==> src/mtp_map.vh <==
// Constants for the MAC transmit and pause generation block.
// Assumes a 50 MHz system clock and a GMII transmit clock sampled as a plain input.
`ifndef MTP_MAP_VH
`define MTP_MAP_VH
`define MTP_ADDR_CTRL 8'h00
`define MTP_ADDR_GAP 8'h04
`define MTP_ADDR_SA_UP 8'h08
`define MTP_ADDR_SA_LO 8'h0C
`define MTP_ADDR_STAT 8'h10
`define MTP_CTRL_DUPLEX 0
`define MTP_CTRL_FLOW 1
`define MTP_CTRL_PACE 2
`define MTP_CTRL_SGAP 3
`define MTP_CTRL_RST 4'h0
`define MTP_GAP_RST 9'h00C
`define MTP_PAUSE_MAX 16'hFFFF
`define MTP_PAUSE_RELOAD 16'hFF00
`define MTP_PACE_LOAD 5'h1F
`define MTP_BYTE_BITS 8
`define MTP_STD_GAP_BITS 96
`define MTP_SHORT_BITS 8
`define MTP_CRS_WIN_BITS 48
`define MTP_CRS_WIN_TICKS (`MTP_CRS_WIN_BITS / `MTP_BYTE_BITS)
`define MTP_SHORT_TICKS ((`MTP_STD_GAP_BITS - `MTP_SHORT_BITS) / `MTP_BYTE_BITS)
`define MTP_LATE_BYTES 11'h040
`define MTP_PAUSE_BODY 11'h03C
`define MTP_JAM_LEN 3'h4
`define MTP_ATTEMPT_MAX 5'h10
`define MTP_BO_LIMIT 5'h0A
`define MTP_PRE_BYTE 8'h55
`define MTP_SFD_BYTE 8'hD5
`define MTP_JAM_BYTE 8'hAA
`define MTP_CRC_INIT 32'hFFFFFFFF
`define MTP_CRC_POLY 32'hEDB88320
`endif

==> src/mtp_mac_tx.v <==
// MAC transmit path with 802.3x pause frame generation.
// Assumes a byte source on the system clock and a GMII transmit clock from the serializer.
`timescale 1ns/10ps
`include "mtp_map.vh"

module mtp_mac_tx (
  input wire i_mclk,
  input wire i_rst_n,
  input wire i_tx_clk,
  input wire i_crs,
  input wire i_col,
  input wire [7:0] i_addr,
  input wire [31:0] i_wdata,
  input wire i_wr,
  input wire i_rd,
  output reg [31:0] o_rdata,
  input wire i_pkt_valid,
  input wire [7:0] i_pkt_data,
  input wire i_pkt_last,
  input wire i_pkt_pass_crc,
  output reg o_pkt_ready,
  output reg o_pkt_rewind,
  output reg o_pkt_done,
  output reg o_pkt_drop,
  input wire i_flow_req,
  input wire i_short_gap,
  output reg [7:0] o_txd,
  output reg o_tx_en,
  output reg o_tx_er
);

  localparam S_IDLE = 3'd0;
  localparam S_PRE = 3'd1;
  localparam S_DATA = 3'd2;
  localparam S_PAUSE = 3'd3;
  localparam S_FCS = 3'd4;
  localparam S_JAM = 3'd5;
  localparam S_BACKOFF = 3'd6;
  // Short gap in byte ticks, sized to the gap register
  localparam [8:0] SHORT_TICKS = `MTP_SHORT_TICKS;

  // One CRC-32 step, reflected, so bits are consumed LSB first
  function [31:0] crc_next;
    input [31:0] crc;
    input [7:0] data;
    integer i;
    reg [31:0] c;
    begin
      c = crc;
      for (i = 0; i < 8; i = i + 1) begin
        if (c[0] ^ data[i])
          c = (c >> 1) ^ `MTP_CRC_POLY;
        else
          c = c >> 1;
      end
      crc_next = c;
    end
  endfunction

  // Pause frame body byte by index, multi-byte fields high byte first
  function [7:0] pause_byte;
    input [10:0] idx;
    input [31:0] sa_up;
    input [15:0] sa_lo;
    input zero;
    reg [15:0] pmax;
    begin
      pmax = `MTP_PAUSE_MAX;
      case (idx)
        11'd0: pause_byte = 8'h01;
        11'd1: pause_byte = 8'h80;
        11'd2: pause_byte = 8'hC2;
        11'd3: pause_byte = 8'h00;
        11'd4: pause_byte = 8'h00;
        11'd5: pause_byte = 8'h01;
        11'd6: pause_byte = sa_up[31:24];
        11'd7: pause_byte = sa_up[23:16];
        11'd8: pause_byte = sa_up[15:8];
        11'd9: pause_byte = sa_up[7:0];
        11'd10: pause_byte = sa_lo[15:8];
        11'd11: pause_byte = sa_lo[7:0];
        11'd12: pause_byte = 8'h88;
        11'd13: pause_byte = 8'h08;
        11'd14: pause_byte = 8'h00;
        11'd15: pause_byte = 8'h01;
        11'd16: pause_byte = zero ? 8'h00 : pmax[15:8];
        11'd17: pause_byte = zero ? 8'h00 : pmax[7:0];
        default: pause_byte = 8'h00;
      endcase
    end
  endfunction

  // Back-off slot mask for attempt n, exponent capped at ten
  function [9:0] bo_mask;
    input [4:0] n;
    begin
      if (n >= `MTP_BO_LIMIT)
        bo_mask = 10'h3FF;
      else
        bo_mask = (10'h001 << n) - 10'h001;
    end
  endfunction

  //////////////////////////////////////////////////////////////////////////////
  // Synchronisers and link tick

  reg clk_s1_q, clk_s2_q, clk_s3_q;
  reg crs_s1_q, crs_s2_q;
  reg col_s1_q, col_s2_q;
  wire tick;

  // Link clock and carrier pins come from another domain
  always @(posedge i_mclk or negedge i_rst_n) begin
    if (!i_rst_n) begin
      clk_s1_q <= 1'b0;
      clk_s2_q <= 1'b0;
      clk_s3_q <= 1'b0;
      crs_s1_q <= 1'b0;
      crs_s2_q <= 1'b0;
      col_s1_q <= 1'b0;
      col_s2_q <= 1'b0;
    end else begin
      clk_s1_q <= i_tx_clk;
      clk_s2_q <= clk_s1_q;
      clk_s3_q <= clk_s2_q;
      crs_s1_q <= i_crs;
      crs_s2_q <= crs_s1_q;
      col_s1_q <= i_col;
      col_s2_q <= col_s1_q;
    end
  end

  // One byte time per rising link clock edge
  assign tick = clk_s2_q & ~clk_s3_q;

  //////////////////////////////////////////////////////////////////////////////
  // Register file

  reg [3:0] ctrl_q;
  reg [8:0] gap_q;
  reg [31:0] sa_up_q;
  reg [15:0] sa_lo_q;
  reg [2:0] st_q;
  reg [15:0] pause_cnt_q;
  reg [4:0] pace_q;
  reg pause_act_q, pend_q, pend_zero_q;

  // Writes take effect in the cycle after the strobe
  always @(posedge i_mclk or negedge i_rst_n) begin
    if (!i_rst_n) begin
      ctrl_q <= `MTP_CTRL_RST;
      gap_q <= `MTP_GAP_RST;
      sa_up_q <= 32'h00000000;
      sa_lo_q <= 16'h0000;
    end else if (i_wr) begin
      case (i_addr)
        `MTP_ADDR_CTRL: ctrl_q <= i_wdata[3:0];
        `MTP_ADDR_GAP: gap_q <= i_wdata[8:0];
        `MTP_ADDR_SA_UP: sa_up_q <= i_wdata;
        `MTP_ADDR_SA_LO: sa_lo_q <= i_wdata[15:0];
        default: ctrl_q <= ctrl_q;
      endcase
    end
  end

  // Read data stands for exactly one cycle; unmapped reads return zero
  always @(posedge i_mclk or negedge i_rst_n) begin
    if (!i_rst_n)
      o_rdata <= 32'h00000000;
    else if (i_rd) begin
      case (i_addr)
        `MTP_ADDR_CTRL: o_rdata <= {28'h0000000, ctrl_q};
        `MTP_ADDR_GAP: o_rdata <= {23'h000000, gap_q};
        `MTP_ADDR_SA_UP: o_rdata <= sa_up_q;
        `MTP_ADDR_SA_LO: o_rdata <= {16'h0000, sa_lo_q};
        `MTP_ADDR_STAT: o_rdata <= {1'b0, st_q, 1'b0, pend_zero_q, pend_q, pause_act_q, 3'h0, pace_q, pause_cnt_q};
        default: o_rdata <= 32'h00000000;
      endcase
    end else
      o_rdata <= 32'h00000000;
  end

  //////////////////////////////////////////////////////////////////////////////
  // Pause request tracking

  wire half = ~ctrl_q[`MTP_CTRL_DUPLEX];
  // No input from received pause frames reaches here, so incoming pause never holds this off
  wire flow_eff = ctrl_q[`MTP_CTRL_DUPLEX] & ctrl_q[`MTP_CTRL_FLOW] & i_flow_req;
  reg [5:0] quanta_q;
  reg is_pause_q, pz_q;
  wire pause_start;

  // Quantum is 512 bit times, 64 byte ticks; the six-bit counter wraps at that
  always @(posedge i_mclk or negedge i_rst_n) begin
    if (!i_rst_n) begin
      quanta_q <= 6'h00;
      pause_cnt_q <= 16'h0000;
      pause_act_q <= 1'b0;
      pend_q <= 1'b0;
      pend_zero_q <= 1'b0;
    end else begin
      if (tick)
        quanta_q <= quanta_q + 6'h01;
      if (pause_start) begin
        pend_q <= 1'b0;
        if (!pend_zero_q)
          pause_cnt_q <= `MTP_PAUSE_RELOAD;
      end else if (tick && quanta_q == 6'h3F && pause_cnt_q != 16'h0000) begin
        pause_cnt_q <= pause_cnt_q - 16'h0001;
        if (pause_cnt_q == 16'h0001 && pause_act_q && flow_eff) begin
          pend_q <= 1'b1;
          pend_zero_q <= 1'b0;
        end
      end
      // New events come after the clear so a set in the same cycle wins
      if (pause_act_q && !flow_eff) begin
        pause_act_q <= 1'b0;
        pause_cnt_q <= 16'h0000;
        pend_q <= 1'b1;
        pend_zero_q <= 1'b1;
      end else if (!pause_act_q && flow_eff) begin
        pause_act_q <= 1'b1;
        pend_q <= 1'b1;
        pend_zero_q <= 1'b0;
      end
    end
  end

  //////////////////////////////////////////////////////////////////////////////
  // Gap, pacing and start decision

  reg [10:0] gap_cnt_q, body_cnt_q;
  reg col_frame_q, deferred_q;
  reg [4:0] attempts_q;
  reg [15:0] lfsr_q;
  wire tx_busy = (st_q != S_IDLE) && (st_q != S_BACKOFF);
  wire crs_win = ~col_frame_q && (gap_cnt_q < `MTP_CRS_WIN_TICKS);
  wire crs_hold = half & crs_s2_q & ~crs_win;
  wire [8:0] gap_base = (ctrl_q[`MTP_CTRL_SGAP] & i_short_gap) ? SHORT_TICKS : gap_q;
  wire pace_slow = ctrl_q[`MTP_CTRL_PACE] && pace_q != 5'h00 && attempts_q == 5'h00;
  wire [10:0] need = pace_slow ? {gap_base, 2'b00} : {2'b00, gap_base};
  wire gap_ok = (st_q == S_IDLE) && !crs_hold && (gap_cnt_q >= need);
  wire start_data = gap_ok && !pend_q && i_pkt_valid;
  wire base_ok = (st_q == S_IDLE) && !crs_hold && (gap_cnt_q >= {2'b00, gap_base});
  assign pause_start = tick && base_ok && pend_q;

  // Gap is counted from enable drop, restarted by late carrier in half duplex only
  always @(posedge i_mclk or negedge i_rst_n) begin
    if (!i_rst_n) begin
      gap_cnt_q <= 11'h000;
      deferred_q <= 1'b0;
      lfsr_q <= 16'hACE1;
    end else begin
      lfsr_q <= {lfsr_q[14:0], lfsr_q[15] ^ lfsr_q[13] ^ lfsr_q[12] ^ lfsr_q[10]};
      if (tick) begin
        if (tx_busy)
          gap_cnt_q <= 11'h000;
        else if (crs_hold)
          gap_cnt_q <= 11'h000;
        else if (gap_cnt_q != 11'h7FF)
          gap_cnt_q <= gap_cnt_q + 11'h001;
      end
      // Deferral mark cleared as a frame ends after its FCS; a frame dropped for excessive collisions leaves it set
      if (tick && st_q == S_FCS && fcs_n_q == 3'h4)
        deferred_q <= 1'b0;
      else if (tick && st_q == S_IDLE && crs_hold && i_pkt_valid)
        deferred_q <= 1'b1;
    end
  end

  //////////////////////////////////////////////////////////////////////////////
  // Transmit state machine

  reg [2:0] pre_cnt_q, fcs_n_q;
  reg [31:0] crc_q, fcs_q;
  reg [15:0] bo_cnt_q;
  wire [31:0] crc_pkt = crc_next(crc_q, i_pkt_data);
  wire [7:0] pbyte = pause_byte(body_cnt_q, sa_up_q, sa_lo_q, pz_q);
  wire [31:0] crc_pse = crc_next(crc_q, pbyte);
  wire [4:0] att_n = attempts_q + 5'h01;
  wire [9:0] slots = lfsr_q[9:0] & bo_mask(att_n);
  wire col_hit = half && col_s2_q && (st_q == S_PRE || st_q == S_DATA || st_q == S_PAUSE || st_q == S_FCS);

  // Byte-wide datapath, advances once per link tick
  always @(posedge i_mclk or negedge i_rst_n) begin
    if (!i_rst_n) begin
      st_q <= S_IDLE;
      o_txd <= 8'h00;
      o_tx_en <= 1'b0;
      o_tx_er <= 1'b0;
      o_pkt_ready <= 1'b0;
      o_pkt_rewind <= 1'b0;
      o_pkt_done <= 1'b0;
      o_pkt_drop <= 1'b0;
      pre_cnt_q <= 3'h0;
      fcs_n_q <= 3'h0;
      body_cnt_q <= 11'h000;
      crc_q <= `MTP_CRC_INIT;
      fcs_q <= 32'h00000000;
      bo_cnt_q <= 16'h0000;
      col_frame_q <= 1'b0;
      attempts_q <= 5'h00;
      pace_q <= 5'h00;
      is_pause_q <= 1'b0;
      pz_q <= 1'b0;
    end else begin
      o_tx_er <= 1'b0;
      o_pkt_ready <= 1'b0;
      o_pkt_rewind <= 1'b0;
      o_pkt_done <= 1'b0;
      o_pkt_drop <= 1'b0;
      if (tick) begin
        if (col_hit) begin
          col_frame_q <= 1'b1;
          if (body_cnt_q < `MTP_LATE_BYTES && !is_pause_q) begin
            st_q <= S_JAM;
            o_txd <= `MTP_JAM_BYTE;
            pre_cnt_q <= 3'h1;
            o_pkt_rewind <= 1'b1;
          end
        end
        if (!(col_hit && body_cnt_q < `MTP_LATE_BYTES && !is_pause_q)) begin
          case (st_q)
            S_IDLE: begin
              o_tx_en <= 1'b0;
              o_txd <= 8'h00;
              if (pause_start || start_data) begin
                is_pause_q <= pend_q;
                pz_q <= pend_zero_q;
                st_q <= S_PRE;
                o_tx_en <= 1'b1;
                o_txd <= `MTP_PRE_BYTE;
                pre_cnt_q <= 3'h1;
                body_cnt_q <= 11'h000;
                crc_q <= `MTP_CRC_INIT;
                if (attempts_q == 5'h00)
                  col_frame_q <= 1'b0;
              end
            end
            S_PRE: begin
              if (pre_cnt_q == 3'h7) begin
                o_txd <= `MTP_SFD_BYTE;
                st_q <= is_pause_q ? S_PAUSE : S_DATA;
              end else begin
                o_txd <= `MTP_PRE_BYTE;
                pre_cnt_q <= pre_cnt_q + 3'h1;
              end
            end
            S_DATA: begin
              if (i_pkt_valid) begin
                o_txd <= i_pkt_data;
                o_pkt_ready <= 1'b1;
                crc_q <= crc_pkt;
                if (body_cnt_q != 11'h7FF)
                  body_cnt_q <= body_cnt_q + 11'h001;
                if (i_pkt_last) begin
                  st_q <= S_FCS;
                  fcs_q <= ~crc_pkt;
                  fcs_n_q <= i_pkt_pass_crc ? 3'h4 : 3'h0;
                end
              end else begin
                // Starved mid-frame: send the raw remainder, a deliberately bad FCS
                o_txd <= crc_q[7:0];
                fcs_q <= {8'h00, crc_q[31:8]};
                fcs_n_q <= 3'h1;
                st_q <= S_FCS;
              end
            end
            S_PAUSE: begin
              o_txd <= pbyte;
              crc_q <= crc_pse;
              body_cnt_q <= body_cnt_q + 11'h001;
              if (body_cnt_q == `MTP_PAUSE_BODY - 11'h001) begin
                st_q <= S_FCS;
                fcs_q <= ~crc_pse;
                fcs_n_q <= 3'h0;
              end
            end
            S_FCS: begin
              if (fcs_n_q == 3'h4) begin
                o_tx_en <= 1'b0;
                o_txd <= 8'h00;
                st_q <= S_IDLE;
                if (!is_pause_q) begin
                  o_pkt_done <= 1'b1;
                  attempts_q <= 5'h00;
                  if (col_frame_q || deferred_q)
                    pace_q <= `MTP_PACE_LOAD;
                  else if (pace_q != 5'h00)
                    pace_q <= pace_q - 5'h01;
                end
              end else begin
                o_txd <= fcs_q[7:0];
                fcs_q <= {8'h00, fcs_q[31:8]};
                fcs_n_q <= fcs_n_q + 3'h1;
              end
            end
            S_JAM: begin
              if (pre_cnt_q == `MTP_JAM_LEN) begin
                o_tx_en <= 1'b0;
                o_txd <= 8'h00;
                attempts_q <= att_n;
                if (att_n == `MTP_ATTEMPT_MAX) begin
                  // Excessive collisions: give the frame up
                  st_q <= S_IDLE;
                  o_pkt_done <= 1'b1;
                  o_pkt_drop <= 1'b1;
                  attempts_q <= 5'h00;
                  pace_q <= `MTP_PACE_LOAD;
                end else begin
                  st_q <= S_BACKOFF;
                  bo_cnt_q <= {slots, 6'h00};
                end
              end else begin
                o_txd <= `MTP_JAM_BYTE;
                pre_cnt_q <= pre_cnt_q + 3'h1;
              end
            end
            S_BACKOFF: begin
              o_tx_en <= 1'b0;
              if (bo_cnt_q == 16'h0000)
                st_q <= S_IDLE;
              else
                bo_cnt_q <= bo_cnt_q - 16'h0001;
            end
            default: st_q <= S_IDLE;
          endcase
        end
      end
    end
  end

endmodule // mtp_mac_tx

==> config.mk <==
export PLATFORM = sky130hd
export DESIGN_NAME = mtp_mac_tx
export DESIGN_NICKNAME = d
export VERILOG_FILES = /design/src/mtp_mac_tx.v
export VERILOG_INCLUDE_DIRS = /design/src
export SDC_FILE = /design/constraint.sdc
export NUM_CORES = 1
export LEC_CHECK = 0
export ABC_AREA = 1
export BUFFER_PORTS_ARGS = -buffer_cell sky130_fd_sc_hd__buf_2
export CAP_MARGIN = 20
export CORE_MARGIN = 1
export CORE_UTILIZATION = 35
export DETAILED_ROUTE_END_ITERATION = 8
export PLACE_DENSITY_LB_ADDON = 0.05
export SETUP_SLACK_MARGIN = 0.2
export SLEW_MARGIN = 5
export SYNTH_ARGS = -nofsm -noshare
export SYNTH_HDL_FRONTEND = slang
export SYNTH_SLANG_ARGS = --single-unit
==> constraint.sdc <==
create_clock -name i_mclk -period 4.51 [get_ports i_mclk]
set_input_delay 0.2255 -clock i_mclk [delete_from_list [all_inputs] [get_ports i_mclk]]
set_output_delay 0.2255 -clock i_mclk [all_outputs]
set_load 0.01 [all_outputs]
Word-level counts from Yosys, hierarchy flattened --
Index checks and enable logic that the tools add are counted.
Storage, ports and cells: flip-flop bits (word level) 279, output and inout port bits 46, bits of input ports 60, word-level logic and storage cells 361
Cells by class: bitwise gates (word level) 48, reduce and logical (&&, ||, !) cells 76, shift operators 1, mux-type cells 134, order comparisons 5, equality and inequality tests 49, $add $sub $neg 10
Operator list (count):
- 2-to-1 mux 32 bit | 23
- NOT 13 -> 14 bit | 15
- one-hot mux 32 bit (3 select lines) | 2
- one-hot mux 32 bit (5 select lines) | 1
- 2-to-1 mux 16 bit | 7
- one-hot mux 8 bit (12 select lines) | 1
- == test 11 x 4 -> 1 bit (second input constant) | 7
- 2-to-1 mux 11 bit | 7
- 2-to-1 mux 3 bit | 23
- 2-to-1 mux 8 bit | 8
- NOT 32 bit | 2
- 2-to-1 mux 5 bit | 10
- one-hot mux 8 bit (6 select lines) | 1
- 2-to-1 mux 1 bit | 39
- == test 11 x 3 -> 1 bit (second input constant) | 3
- one-hot mux 11 bit (3 select lines) | 1
- one-hot mux 16 bit (2 select lines) | 1
- subtractor 16 x 1 -> 16 bit (second input constant) | 2
- logical AND 1 bit | 27
- AND reduction 6 bit | 4
- adder 11 x 1 -> 11 bit (second input constant) | 2
- == test 11 x 5 -> 1 bit (second input constant) | 2
- != test 11 bit (second input constant) | 2
- one-hot mux 3 bit (7 select lines) | 1
- other kinds (58) | 132

Longest topological paths before layout --
Gate-level depths: netlist of the first run.
word-level depth 22, depth in mapped cells 24, gate-level depth less buffers 23

Worst setup path before layout of the first run --
No wires, ideal clock.
path kind reg-to-reg, start register attempts_q[0], end register crc_q[28], stages on the path, launching flop included 23, library setup time 0.077 ns, path slack 0.827 ns, data arrival time 3.605 ns, data required time 4.433 ns, period minus slack after synthesis 3.683 ns, cell sequence dfrtp_1 > inv_1 > ha_1 > inv_1 > nor4_1 > inv_1 > nor3_1 > clkbuf_1 > o21ai_0 > ha_1 > a21oi_1 > nor2_1 > a211oi_1 > nand3_1 > o211ai_1 > nand2_1 > inv_1 > nand2_1 > nand2_1 > buf_2 > buf_2 > nand2_1 > o21a_1
Between the ends: cells in the longest elaborated chain, start to end 10
Ends and longest elaborated chain:
- start, declared | line mtp_mac_tx.v:234 | reg [4:0] attempts_q;
- start signal, assigned | line mtp_mac_tx.v:402 | attempts_q <= att_n;
- logical NOT 5 bit | line mtp_mac_tx.v:240 | wire pace_slow = ctrl_q[`MTP_CTRL_PACE] && pace_q != 5'h00 && attempts_q == 5'h00;
- logical AND 1 bit | line mtp_mac_tx.v:240
- 2-to-1 mux 11 bit | line mtp_mac_tx.v:241 | wire [10:0] need = pace_slow ? {gap_base, 2'b00} : {2'b00, gap_base};
- >= comparator 11 bit | line mtp_mac_tx.v:242 | wire gap_ok = (st_q == S_IDLE) && !crs_hold && (gap_cnt_q >= need);
- logical AND 1 bit | line mtp_mac_tx.v:242
- logical AND 1 bit (2 in a row) | line mtp_mac_tx.v:243 | wire start_data = gap_ok && !pend_q && i_pkt_valid;
- logical OR 1 bit | line mtp_mac_tx.v:327 | if (pause_start || start_data) begin
- != test 2 x 1 -> 1 bit (no line)
- AND reduction 5 bit (no line)
- end signal, assigned | line mtp_mac_tx.v:335 | crc_q <= `MTP_CRC_INIT;
- end signal, assigned | line mtp_mac_tx.v:353 | crc_q <= crc_pkt;
- end signal, assigned | line mtp_mac_tx.v:371 | crc_q <= crc_pse;
- end, declared | line mtp_mac_tx.v:275 | reg [31:0] crc_q, fcs_q;
No other way between the ends. A chain may end at the register's enable or synchronous reset.

Final worst setup path of the first run --
start register attempts_q[0], end register crc_q[12]
The elaborated chain is that of the path after synthesis.

==> results of run 1 <==
## synthesized netlist by cell type (28+ instances only)
cell type | instances | area (um^2)
a21oi_1 | 115 | 575.6
clkbuf_1 | 44 | 165.2
dfrtp_1 | 237 | 5931
dfstp_2 | 42 | 1104
ha_1 | 44 | 550.5
inv_1 | 273 | 1025
nand2_1 | 456 | 1712
nand3_1 | 161 | 805.8
nand4_1 | 31 | 193.9
nor2_1 | 229 | 859.6
o21ai_0 | 156 | 780.8
o22ai_1 | 36 | 225.2
xnor2_1 | 28 | 245.2
xor2_1 | 93 | 814.5
## where the power goes
| part | leakage, nW | internal (mW) | switching (mW) |
|---|---|---|---|
| registers | 3.48 | 3.23 | 0.622 |
| logic | 5.55 | 2.20 | 4.51 |
| clock network | 0.588 | 1.80 | 1.18 |
| total | 9.61 | 7.22 | 6.31 |
## state kept, by name, indices dropped and copies added, names as in the netlist, 6 cells and up
register and count:
fcs_q 32, gap_q 9, lfsr_q 16, sa_lo_q 16
bo_cnt_q 16, quanta_q 6, sa_up_q 32, o_rdata 32
crc_q 32, gap_cnt_q 11, o_txd 8, pause_cnt_q 16
body_cnt_q 11
## what timing repair did
item | in CTS | in global routing
hold buffers | 31 | 0
gates resized for setup | 0 | 13
setup buffers | 0 | 1
endpoints found under the hold margin | 127 | 0
setup endpoints to repair | 0 | 41
## layout make-up
class                   count  area [um^2]  area share [%]
clock inverters             9        127.6          0.6361
inverters                 294         1104           5.500
flip-flops and latches    279         7034           35.06
repair buffers            172         1181           5.887
well taps                 615        769.5           3.835
multi-input cells        1596         8780           43.76
clock buffers              56         1067           5.320
## kinds of logic (layout without fill, tap and decap cells)
| logic type | Yosys count | after routing | synth area share [%] |
|---|---|---|---|
| xor gates and xnor gates | 132 | 132 | 7.479 |
| muxes | 11 | 11 | 0.7216 |
| and+or+nand+nor | 969 | 969 | 24.38 |
| other | 1 | 1 | 0.02185 |
| buffers and inverters | 360 | 531 | 8.164 |
| adders and majority gates | 44 | 44 | 3.207 |
| AOI/OAI and AO/OA | 439 | 439 | 15.04 |
| DFF | 279 | 279 | 40.98 |
## final timing paths
check,slack [ns],cells after the start,end
max in group asynchronous,2.97,3,lfsr_q[15]
min in group asynchronous,0.27,2,gap_cnt_q[7]
max reg2reg,0.60,23,crc_q[12]
max,0.60,23,crc_q[12]
min reg2reg,0.35,0,col_s2_q
min,0.02,3,sa_up_q[9]
## per-layer routing
layer | vias to the layer above | track usage (%)
li1 | 7675 | -
met2 | 429 | 39.25
met5 | - | 0
met3 | 90 | 3.187
met4 | 0 | 7.137
met1 | 7884 | 36.95
## worst max-delay path: stages (launching register included)
cell and delay [ns]:
dfrtp_1 0.45, inv_1 0.11, ha_1 0.21, inv_1 0.07, nor4_1 0.18, inv_1 0.12
nor3_2 0.18, buf_4 0.21, o21ai_0 0.08, ha_1 0.32, a21oi_1 0.15, nor2_1 0.06
a211oi_2 0.18, nand3_1 0.11, o211ai_1 0.17, nand2_1 0.16, inv_1 0.15, nand2_1 0.11
nand2_2 0.13, buf_6 0.19, inv_1 0.09, buf_12 0.18, o211ai_1 0.11, o21ai_0 0.11
==> summary.txt, run 1 <==
Post-synth top flop -> dfrtp_1
Pre-CTS WS -> 0.2615 ns
Max Used Layer -> met4
DR WL met3 -> 2964 um
RR Startpoint -> attempts_q[0]
Fillers -> 4951
Number of global-route vias before repair -> 15920
Final non-filler cell total -> 3021
Min-Delay Startpoint -> i_wdata[9]
Post-route setup TNS -> 0 ns
Worst-margin pin slew -> 1.074 ns
Initial core utilization -> 35.73%
WL met1 -> 30290 um
Congestion Overflow GR -> 0
# IOs -> 106
CTS Root Cell -> clkbuf_16
Run status -> finished clean
Die ar. -> 49930 um^2
Inserted Clock Buffers -> 36
CTS max path bufs -> 3
PortBufs -> 104
Final WL -> 62300 um
DR DRC count -> 0
Crit path max fanout -> 32
Hold slack -> 0.02117 ns
Fin crit share -> 86.73%
Clock Skew -> 0.02188 ns
Mapped Nets -> 2339
ANT nets after route -> 0
Power consumption -> 13.53 mW
Commonest non-fill, non-tap cell in the layout -> nand2_1
Final Hold Fails -> 0
#FFs+latches synth -> 279
Design Area, Final -> 20060 um^2
Die X -> 223.5 um
YS warnings -> 0
Crit path from -> attempts_q[0]
Clock Latency Late Sink -> 0.56 ns
Layout cells sized above 1 -> 13.88%
Synth async-reset ratio -> 100.0%
Row Count -> 80
Slew headroom -> 28.14%
NumNets Final -> 2483
Max-cap viol count -> 0
Post-DP HPWL -> 45970 um
Mapped Area -> 17170 um^2
Power Density -> 674.6 nW/um^2
CTS tree -> built
Total Routing Usage GR -> 25.37%
Critical path class -> reg2reg
# setup viols final -> 0
CTS clock-pin slew for the worst setup and hold paths -> 0.06 ns
RSZ-0062 raised after global routing -> no
Final Critical Period -> 3.911 ns
Layout area overhead -> 16.88%
Nature of the critical path endpoint -> flip-flop
Pleak -> 9.612 nW
Cell Area, Placed -> 18460 um^2
Met2 WL -> 27550 um
Max Fclk -> 0.2557 GHz
Drt first pass iters -> 6
Min setup slack post-route -> 0.5985 ns
Vias -> 16080
Number of enable flip-flop cells after synthesis -> 0
Most frequent cells in the layout -> nand2_1 (454), inv_1 (273), dfrtp_1 (237)
DR iter-0 viols -> 1220
Maximum vdd drop -> 0.3898 mV
Placed Cells -> 2921
DR WL/cell -> 20.62 um
CTS HTree Levels -> 2
Placer Congestion -> 0.9049
First-pass GRT wire length -> 97260 um
Gate Count Post-Synth -> 2235
Via density -> 5.322
Crit path required time -> 4.98 ns
Sink Count -> 279
Core area -> 48050 um^2
Max Slew Vio Count -> 0
Antenna diodes -> 0
Post-Syn Area per Cell -> 7.680 um^2
Initial antenna violation count -> 2
Final core utilization -> 41.76%
Setup crit start kind -> flip-flop
Sequential-to-total area share from yosys stat -> 40.98%
HP Class -> in2reg
Cell variety after synth -> 63
Largest net degree at the start of global routing -> 109
Arr. time, crit path -> 4.38 ns
Die height -> 223.5 um
No activity file was read; power rests on OpenSTA's default activity.
==> run 2, diff against run 1 <==
--- a/config.mk
+++ b/config.mk
@@ -12,3 +12,3 @@
 export CORE_MARGIN = 1
-export CORE_UTILIZATION = 35
+export CORE_UTILIZATION = 62
 export DETAILED_ROUTE_END_ITERATION = 8
==> constraint.sdc (replaced) <==
create_clock -name i_mclk -period 4.51 [get_ports i_mclk]
set_input_delay 0.902 -clock i_mclk [delete_from_list [all_inputs] [get_ports i_mclk]]
set_output_delay 0.902 -clock i_mclk [all_outputs]
set_load 0.01 [all_outputs]
==> run 2 against run 1 <==
Combinational power decreased by 3%. Via count increased by 1.7%. Sequential power about the same. Wire length decreased by 15%. Sequential share of layout area increased by 1.6 points. Final area decreased by 4.4%. Critical path depth increased by 2. Worst hold slack improved by 0.28 ns. Core utilization increased by 29 points. Largest power group unchanged.
==> summary.txt, run 2 (synthesis results as in run 1) <==
CP top delay family -> buffers and inverters
Vias -> 16350 (+1.7%)
Crit path required time -> 4.98 ns (about the same)
Design Area, Final -> 19170 um^2 (-4.4%)
Power Density -> 677.0 nW/um^2 (+0.37%)
Slew headroom -> 31.41% (+3.3 points)
Cts-stage hold buffer count -> 0 (-100%)
Sequential fraction of design power -> 29.6% (+1.2 points)
Clock Skew -> 0.01583 ns (-0.006050 ns)
Largest net degree at the start of global routing -> 89 (-18%)
Placer Congestion -> 0.9711 (+7.3%)
Max Slew Vio Count -> 0 (unchanged)
Final Critical Period -> 4.008 ns (+0.09622 ns)
Total Routing Usage GR -> 37.60% (+12 points)
Combinational Power Share -> 50.2% (+0.6 points)
DR iter-0 viols -> 1640 (+34%)
Row Count -> 60 (-25%)
Slowest stage delay, CP -> 0.45 ns (about the same)
Layout cells sized above 1 -> 13.52% (-0.36 points)
Setup crit start kind -> flip-flop
Core area -> 27030 um^2 (-44%)
Initial core utilization -> 63.51% (+28 points)
# setup viols final -> 0 (unchanged)
Commonest non-fill, non-tap cell in the layout -> nand2_1
Initial antenna violation count -> 2 (unchanged)
CTS max path bufs -> 3 (unchanged)
HP Class -> in2async
Final Hold Fails -> 0 (unchanged)
Worst path most repeated cell -> inv_1
Critical path class -> reg2reg
Slowest cell on the critical path -> dfrtp_2
Max-cap viol count -> 0 (unchanged)
Crit path max fanout -> 16 (-50%)
DR DRC count -> 0 (unchanged)
Die ar. -> 28360 um^2 (-43%)
Sink Count -> 279 (unchanged)
Net switching power -> 6.033 mW (-4.4%)
Worst-margin pin slew -> 1.025 ns (-0.04885 ns)
Number of global-route vias before repair -> 15240 (-4.3%)
Clock Latency Late Sink -> 0.58 ns (+0.02 ns)
DR WL/cell -> 19.58 um (-5.0%)
Layout area overhead -> 11.71%
Nature of the critical path endpoint -> flip-flop
Inserted Clock Buffers -> 31 (-14%)
CTS Root Cell -> clkbuf_16
First-pass GRT wire length -> 83120 um (-15%)
Final WL -> 52920 um (-15%)
Max Fclk -> 0.2495 GHz (-2.4%)
Maximum vdd drop -> 0.5597 mV (+44%)
Cell Area, Placed -> 18080 um^2 (-2.0%)
RSZ-0062 raised after global routing -> no
Internal power -> 6.948 mW (-3.8%)
Congestion Overflow GR -> 0 (unchanged)
Drt first pass iters -> 6 (unchanged)
Arr. time, crit path -> 4.47 ns (+0.09 ns)
Clock Power Share -> 20.2% (-1.8 points)
PortBufs -> 104 (unchanged)
Die X -> 168.4 um (-25%)
Switching share of power -> 46.48% (-0.14 points)
NumNets Final -> 2439 (-1.8%)
Fin crit share -> 88.86% (+2.1 points)
Post-DP HPWL -> 38680 um (-16%)
Min setup slack post-route -> 0.5023 ns (-0.09622 ns)
# IOs -> 106 (unchanged)
CP Buf/Inv Count -> 8 (unchanged)
Most frequent cells in the layout -> nand2_1 (455), inv_1 (273), dfrtp_1 (236)
Post-route setup TNS -> 0 ns (unchanged)
ANT nets after route -> 0 (unchanged)
Pleak -> 9.369 nW (-2.5%)
CTS HTree Levels -> 1 (-1)
Run status -> finished clean
CTS tree -> built
Die height -> 168.4 um (-25%)
CTS clock-pin slew for the worst setup and hold paths -> 0.06 ns (about the same)
Via density -> 6.053 (+14%)
Pre-CTS WS -> 0.2621 ns (+0.0006350 ns)
-- run 2: cell type report --
class	instances	area (um^2)
sequential	279	7036
fill	2191	7851
clock buffer	46	912.1
multi-input combinational	1596	8761
timing repair buffer	133	793.3
inverter	294	1104
clock inverter	11	137.6
antenna	2	5.005
tap	341	426.7
-- run 2: layer usage --
layer | part of all wire (%) | track usage [%]
met4 | 3.3 | 13.12
met3 | 12 | 9.756
met1 | 42 | 53.15
met2 | 43 | 55.94
met5 | 0 | 0
-- run 2: path summary, 6_finish.rpt --
kind / to / cells after the start / slack [ns] / startpoint
max: body_cnt_q[9] / 25 / 0.50 / attempts_q[0]
min: gap_cnt_q[1] / 1 / 0.31 / i_rst_n
max reg2reg: body_cnt_q[9] / 25 / 0.50 / attempts_q[0]
min reg2reg: col_s2_q / 0 / 0.36 / col_s1_q
max in group asynchronous: crc_q[23] / 2 / 3.16 / i_rst_n
min in group i_mclk: col_s2_q / 0 / 0.36 / col_s1_q
-- run 2: power groups by stage --
stage | Combinational (mW) | Sequential [mW] | Clock [mW]
after floorplan | 4.81 | 3.65 | 0
after global placement | 6.18 | 3.83 | 0
after detailed placement | 6.30 | 3.84 | 0
after CTS | 6.34 | 3.81 | 2.64
after global routing | 7.15 | 3.91 | 2.72
final | 6.52 | 3.84 | 2.63
-- run 2: stage by stage --
stage	util (%)	hold WS, ns	power [mW]	std cells
6_report	70.95	0.3056	12.98	2702
5_1_grt	70.93	0.3641	13.78	2700
4_1_cts	70.79	0.3616	12.79	2699
3_5_place_dp	66.91	0.3378	10.14	2642
3_3_place_gp	66.91	0.3451	10.00	2642
2_1_floorplan	-	0.3312	8.453	2235
-- run 2: what timing repair did --
item | CTS | global route
endpoints found under the setup margin | 0 | 15
gates resized for setup | 0 | 6
buffers inserted | 0 | 1
==> run 3, diff against run 2 <==
Settings changed: CTS_CLUSTER_DIAMETER set to 50, MAX_ROUTING_LAYER set to met4.
Clock period 4.51 ns to 4.4 ns, I/O delays scaled along.
==> run 3 against run 2 <==
Largest cell class unchanged. Core utilization grew 0.58 points. Cell count grew 0.33%. Via count grew 1.2%. Largest power group unchanged. Worst setup slack gained 0.088 ns. Worst hold slack gained 0.046 ns. Global-route usage grew 2.4 points.
==> summary.txt, run 3 (synthesis results as in run 1) <==
Nature of the critical path endpoint -> flip-flop
ANT nets after route -> 0 (unchanged)
# setup viols final -> 0 (unchanged)
Die X -> 168.4 um (unchanged)
Commonest non-fill, non-tap cell in the layout -> nand2_1
Sink Count -> 279 (unchanged)
Final Hold Fails -> 0 (unchanged)
CTS clock-pin slew for the worst setup and hold paths -> 0.06 ns (about the same)
Setup crit start kind -> flip-flop
CTS max path bufs -> 3 (unchanged)
Inserted Clock Buffers -> 35 (+13%)
Most frequent cells in the layout -> nand2_1 (455), inv_1 (272), dfrtp_1 (236)
CTS Root Cell -> clkbuf_16
R2r endpoint -> body_cnt_q[9]
Setup crit end -> body_cnt_q[9]
Max-cap viol count -> 0 (unchanged)
Slew headroom -> 36.01% (+4.6 points)
Pleak -> 9.424 nW (+0.59%)
Clock Latency Late Sink -> 0.52 ns (-0.06 ns)
Number of global-route vias before repair -> 15730 (+3.2%)
Max Slew Vio Count -> 0 (unchanged)
Power Density -> 703.5 nW/um^2 (+3.9%)
Initial core utilization -> 63.51% (unchanged)
Arr. time, crit path -> 4.21 ns (-0.26 ns)
Die height -> 168.4 um (unchanged)
Via density -> 6.104 (+0.85%)
Post-DP HPWL -> 39630 um (+2.5%)
CTS HTree Levels -> 2 (+1)
Critical path class -> reg2reg
Crit path from -> attempts_q[0]
Layout cells sized above 1 -> 14.14% (+0.62 points)
First-pass GRT wire length -> 85570 um (+2.9%)
Maximum vdd drop -> 0.5537 mV (-1.1%)
Final Critical Period -> 3.809 ns (-0.1983 ns)
Slowest cell on the critical path -> dfrtp_2
CTS tree -> built
Drt first pass iters -> 6 (unchanged)
Run status -> finished clean
# IOs -> 106 (unchanged)
FF-to-FF path depth -> 25 (unchanged)
RSZ-0062 raised after global routing -> no
Crit path required time -> 4.80 ns (-0.18 ns)
Min setup slack post-route -> 0.5906 ns (+0.08826 ns)
Row Count -> 60 (unchanged)
Post-route setup TNS -> 0 ns (unchanged)
HP Class -> reg2reg
Fin crit share -> 86.58% (-2.3 points)
Final WL -> 54150 um (+2.3%)
Max Fclk -> 0.2625 GHz (+5.2%)
DR WL/cell -> 19.97 um (+2.0%)
Pre-CTS WS -> 0.1902 ns (-0.07188 ns)
Slowest stage delay, CP -> 0.45 ns (about the same)
RR Startpoint -> attempts_q[0]
DR iter-0 viols -> 1901 (+16%)
Hold slack -> 0.3513 ns (+0.04571 ns)
Total Routing Usage GR -> 39.96% (+2.4 points)
Placer Congestion -> 0.9915 (+2.1%)
Initial antenna violation count -> 1 (-1)
Congestion Overflow GR -> 0 (unchanged)
Worst path most repeated cell -> inv_1
Final core utilization -> 71.53% (+0.58 points)
R2r setup slk -> 0.59 ns (+0.09 ns)
Crit path max fanout -> 15 (-1)
Core area -> 27030 um^2 (unchanged)
NumNets Final -> 2448 (+0.37%)
DR DRC count -> 0 (unchanged)
Layout area overhead -> 12.62%
Die ar. -> 28360 um^2 (unchanged)
Clock Skew -> 0.01786 ns (+0.002030 ns)
Largest net degree at the start of global routing -> 99 (+11%)
Worst Hold Depth -> 0
Vias -> 16550 (+1.2%)
PortBufs -> 104 (unchanged)
Worst-margin pin slew -> 0.9576 ns (-0.06787 ns)
[run 3: metrics by stage]
step / cells / total power [mW] / area, um^2
finish: 2711 / 13.60 / 19330
global route: 2711 / 14.42 / 19330
CTS: 2707 / 13.39 / 19250
detailed placement: 2645 / 10.48 / 18100
global placement: 2645 / 10.32 / 18100
floorplan: 2235 / 8.664 / 17170
[run 3: where the power goes]
part	internal (mW)	total, mW	switching (mW)
registers	3.31	3.95	0.639
clock network	1.72	2.88	1.15
logic	2.26	6.78	4.52
[run 3: how the worst min path moves through the flow]
| stage | endpoint | startpoint | slack (ns) |
|---|---|---|---|
| 2_1_floorplan | clk_s2_q | clk_s1_q | 0.33 |
| 3_3_place_gp | lfsr_q[15] | lfsr_q[14] | 0.33 |
| 3_5_place_dp | clk_s2_q | clk_s1_q | 0.33 |
| 4_1_cts | clk_s2_q | clk_s1_q | 0.35 |
| 5_1_grt | crs_s2_q | crs_s1_q | 0.36 |
| 6_report | clk_s2_q | clk_s1_q | 0.35 |
[run 3: final cells by class]
cell class | count | area (um^2)
Inverter | 294 | 1104
Clock buffer | 45 | 953.4
Antenna cell | 1 | 2.502
Tap cell | 341 | 426.7
Clock inverter | 17 | 191.4
Sequential cell | 279 | 7036
Multi-Input combinational cell | 1596 | 8785
Fill cell | 2193 | 7694
Timing Repair Buffer | 138 | 834.6
[run 3: repair_timing]
item / CTS / global route
setup buffers: 0 / 3
hold endpoints to repair: 0 / 0
gates resized for setup: 1 / 13
hold buffers: 0 / 0
endpoints found under the setup margin: 1 / 43
pin swaps: 0 / 2
[run 3: worst max-delay path, delay by kind of cell (launching register included)]
kind	cells	cell delay [ns]
buffers and inverters	9	1.12
AO/OA/AOI/OAI	5	0.76
adder cells (fa/ha/maj)	2	0.49
flip-flops	1	0.45
AND/OR/NAND/NOR	9	0.86
[run 3: metal layers]
metal	global-route usage (%)	wire length (um)	vias up
li1	-	-	7616
met1	55.55	22560	7873
met2	58.65	24070	913
met3	7.334	5536	146
met4	14.27	1985	0
met5	-	0	-
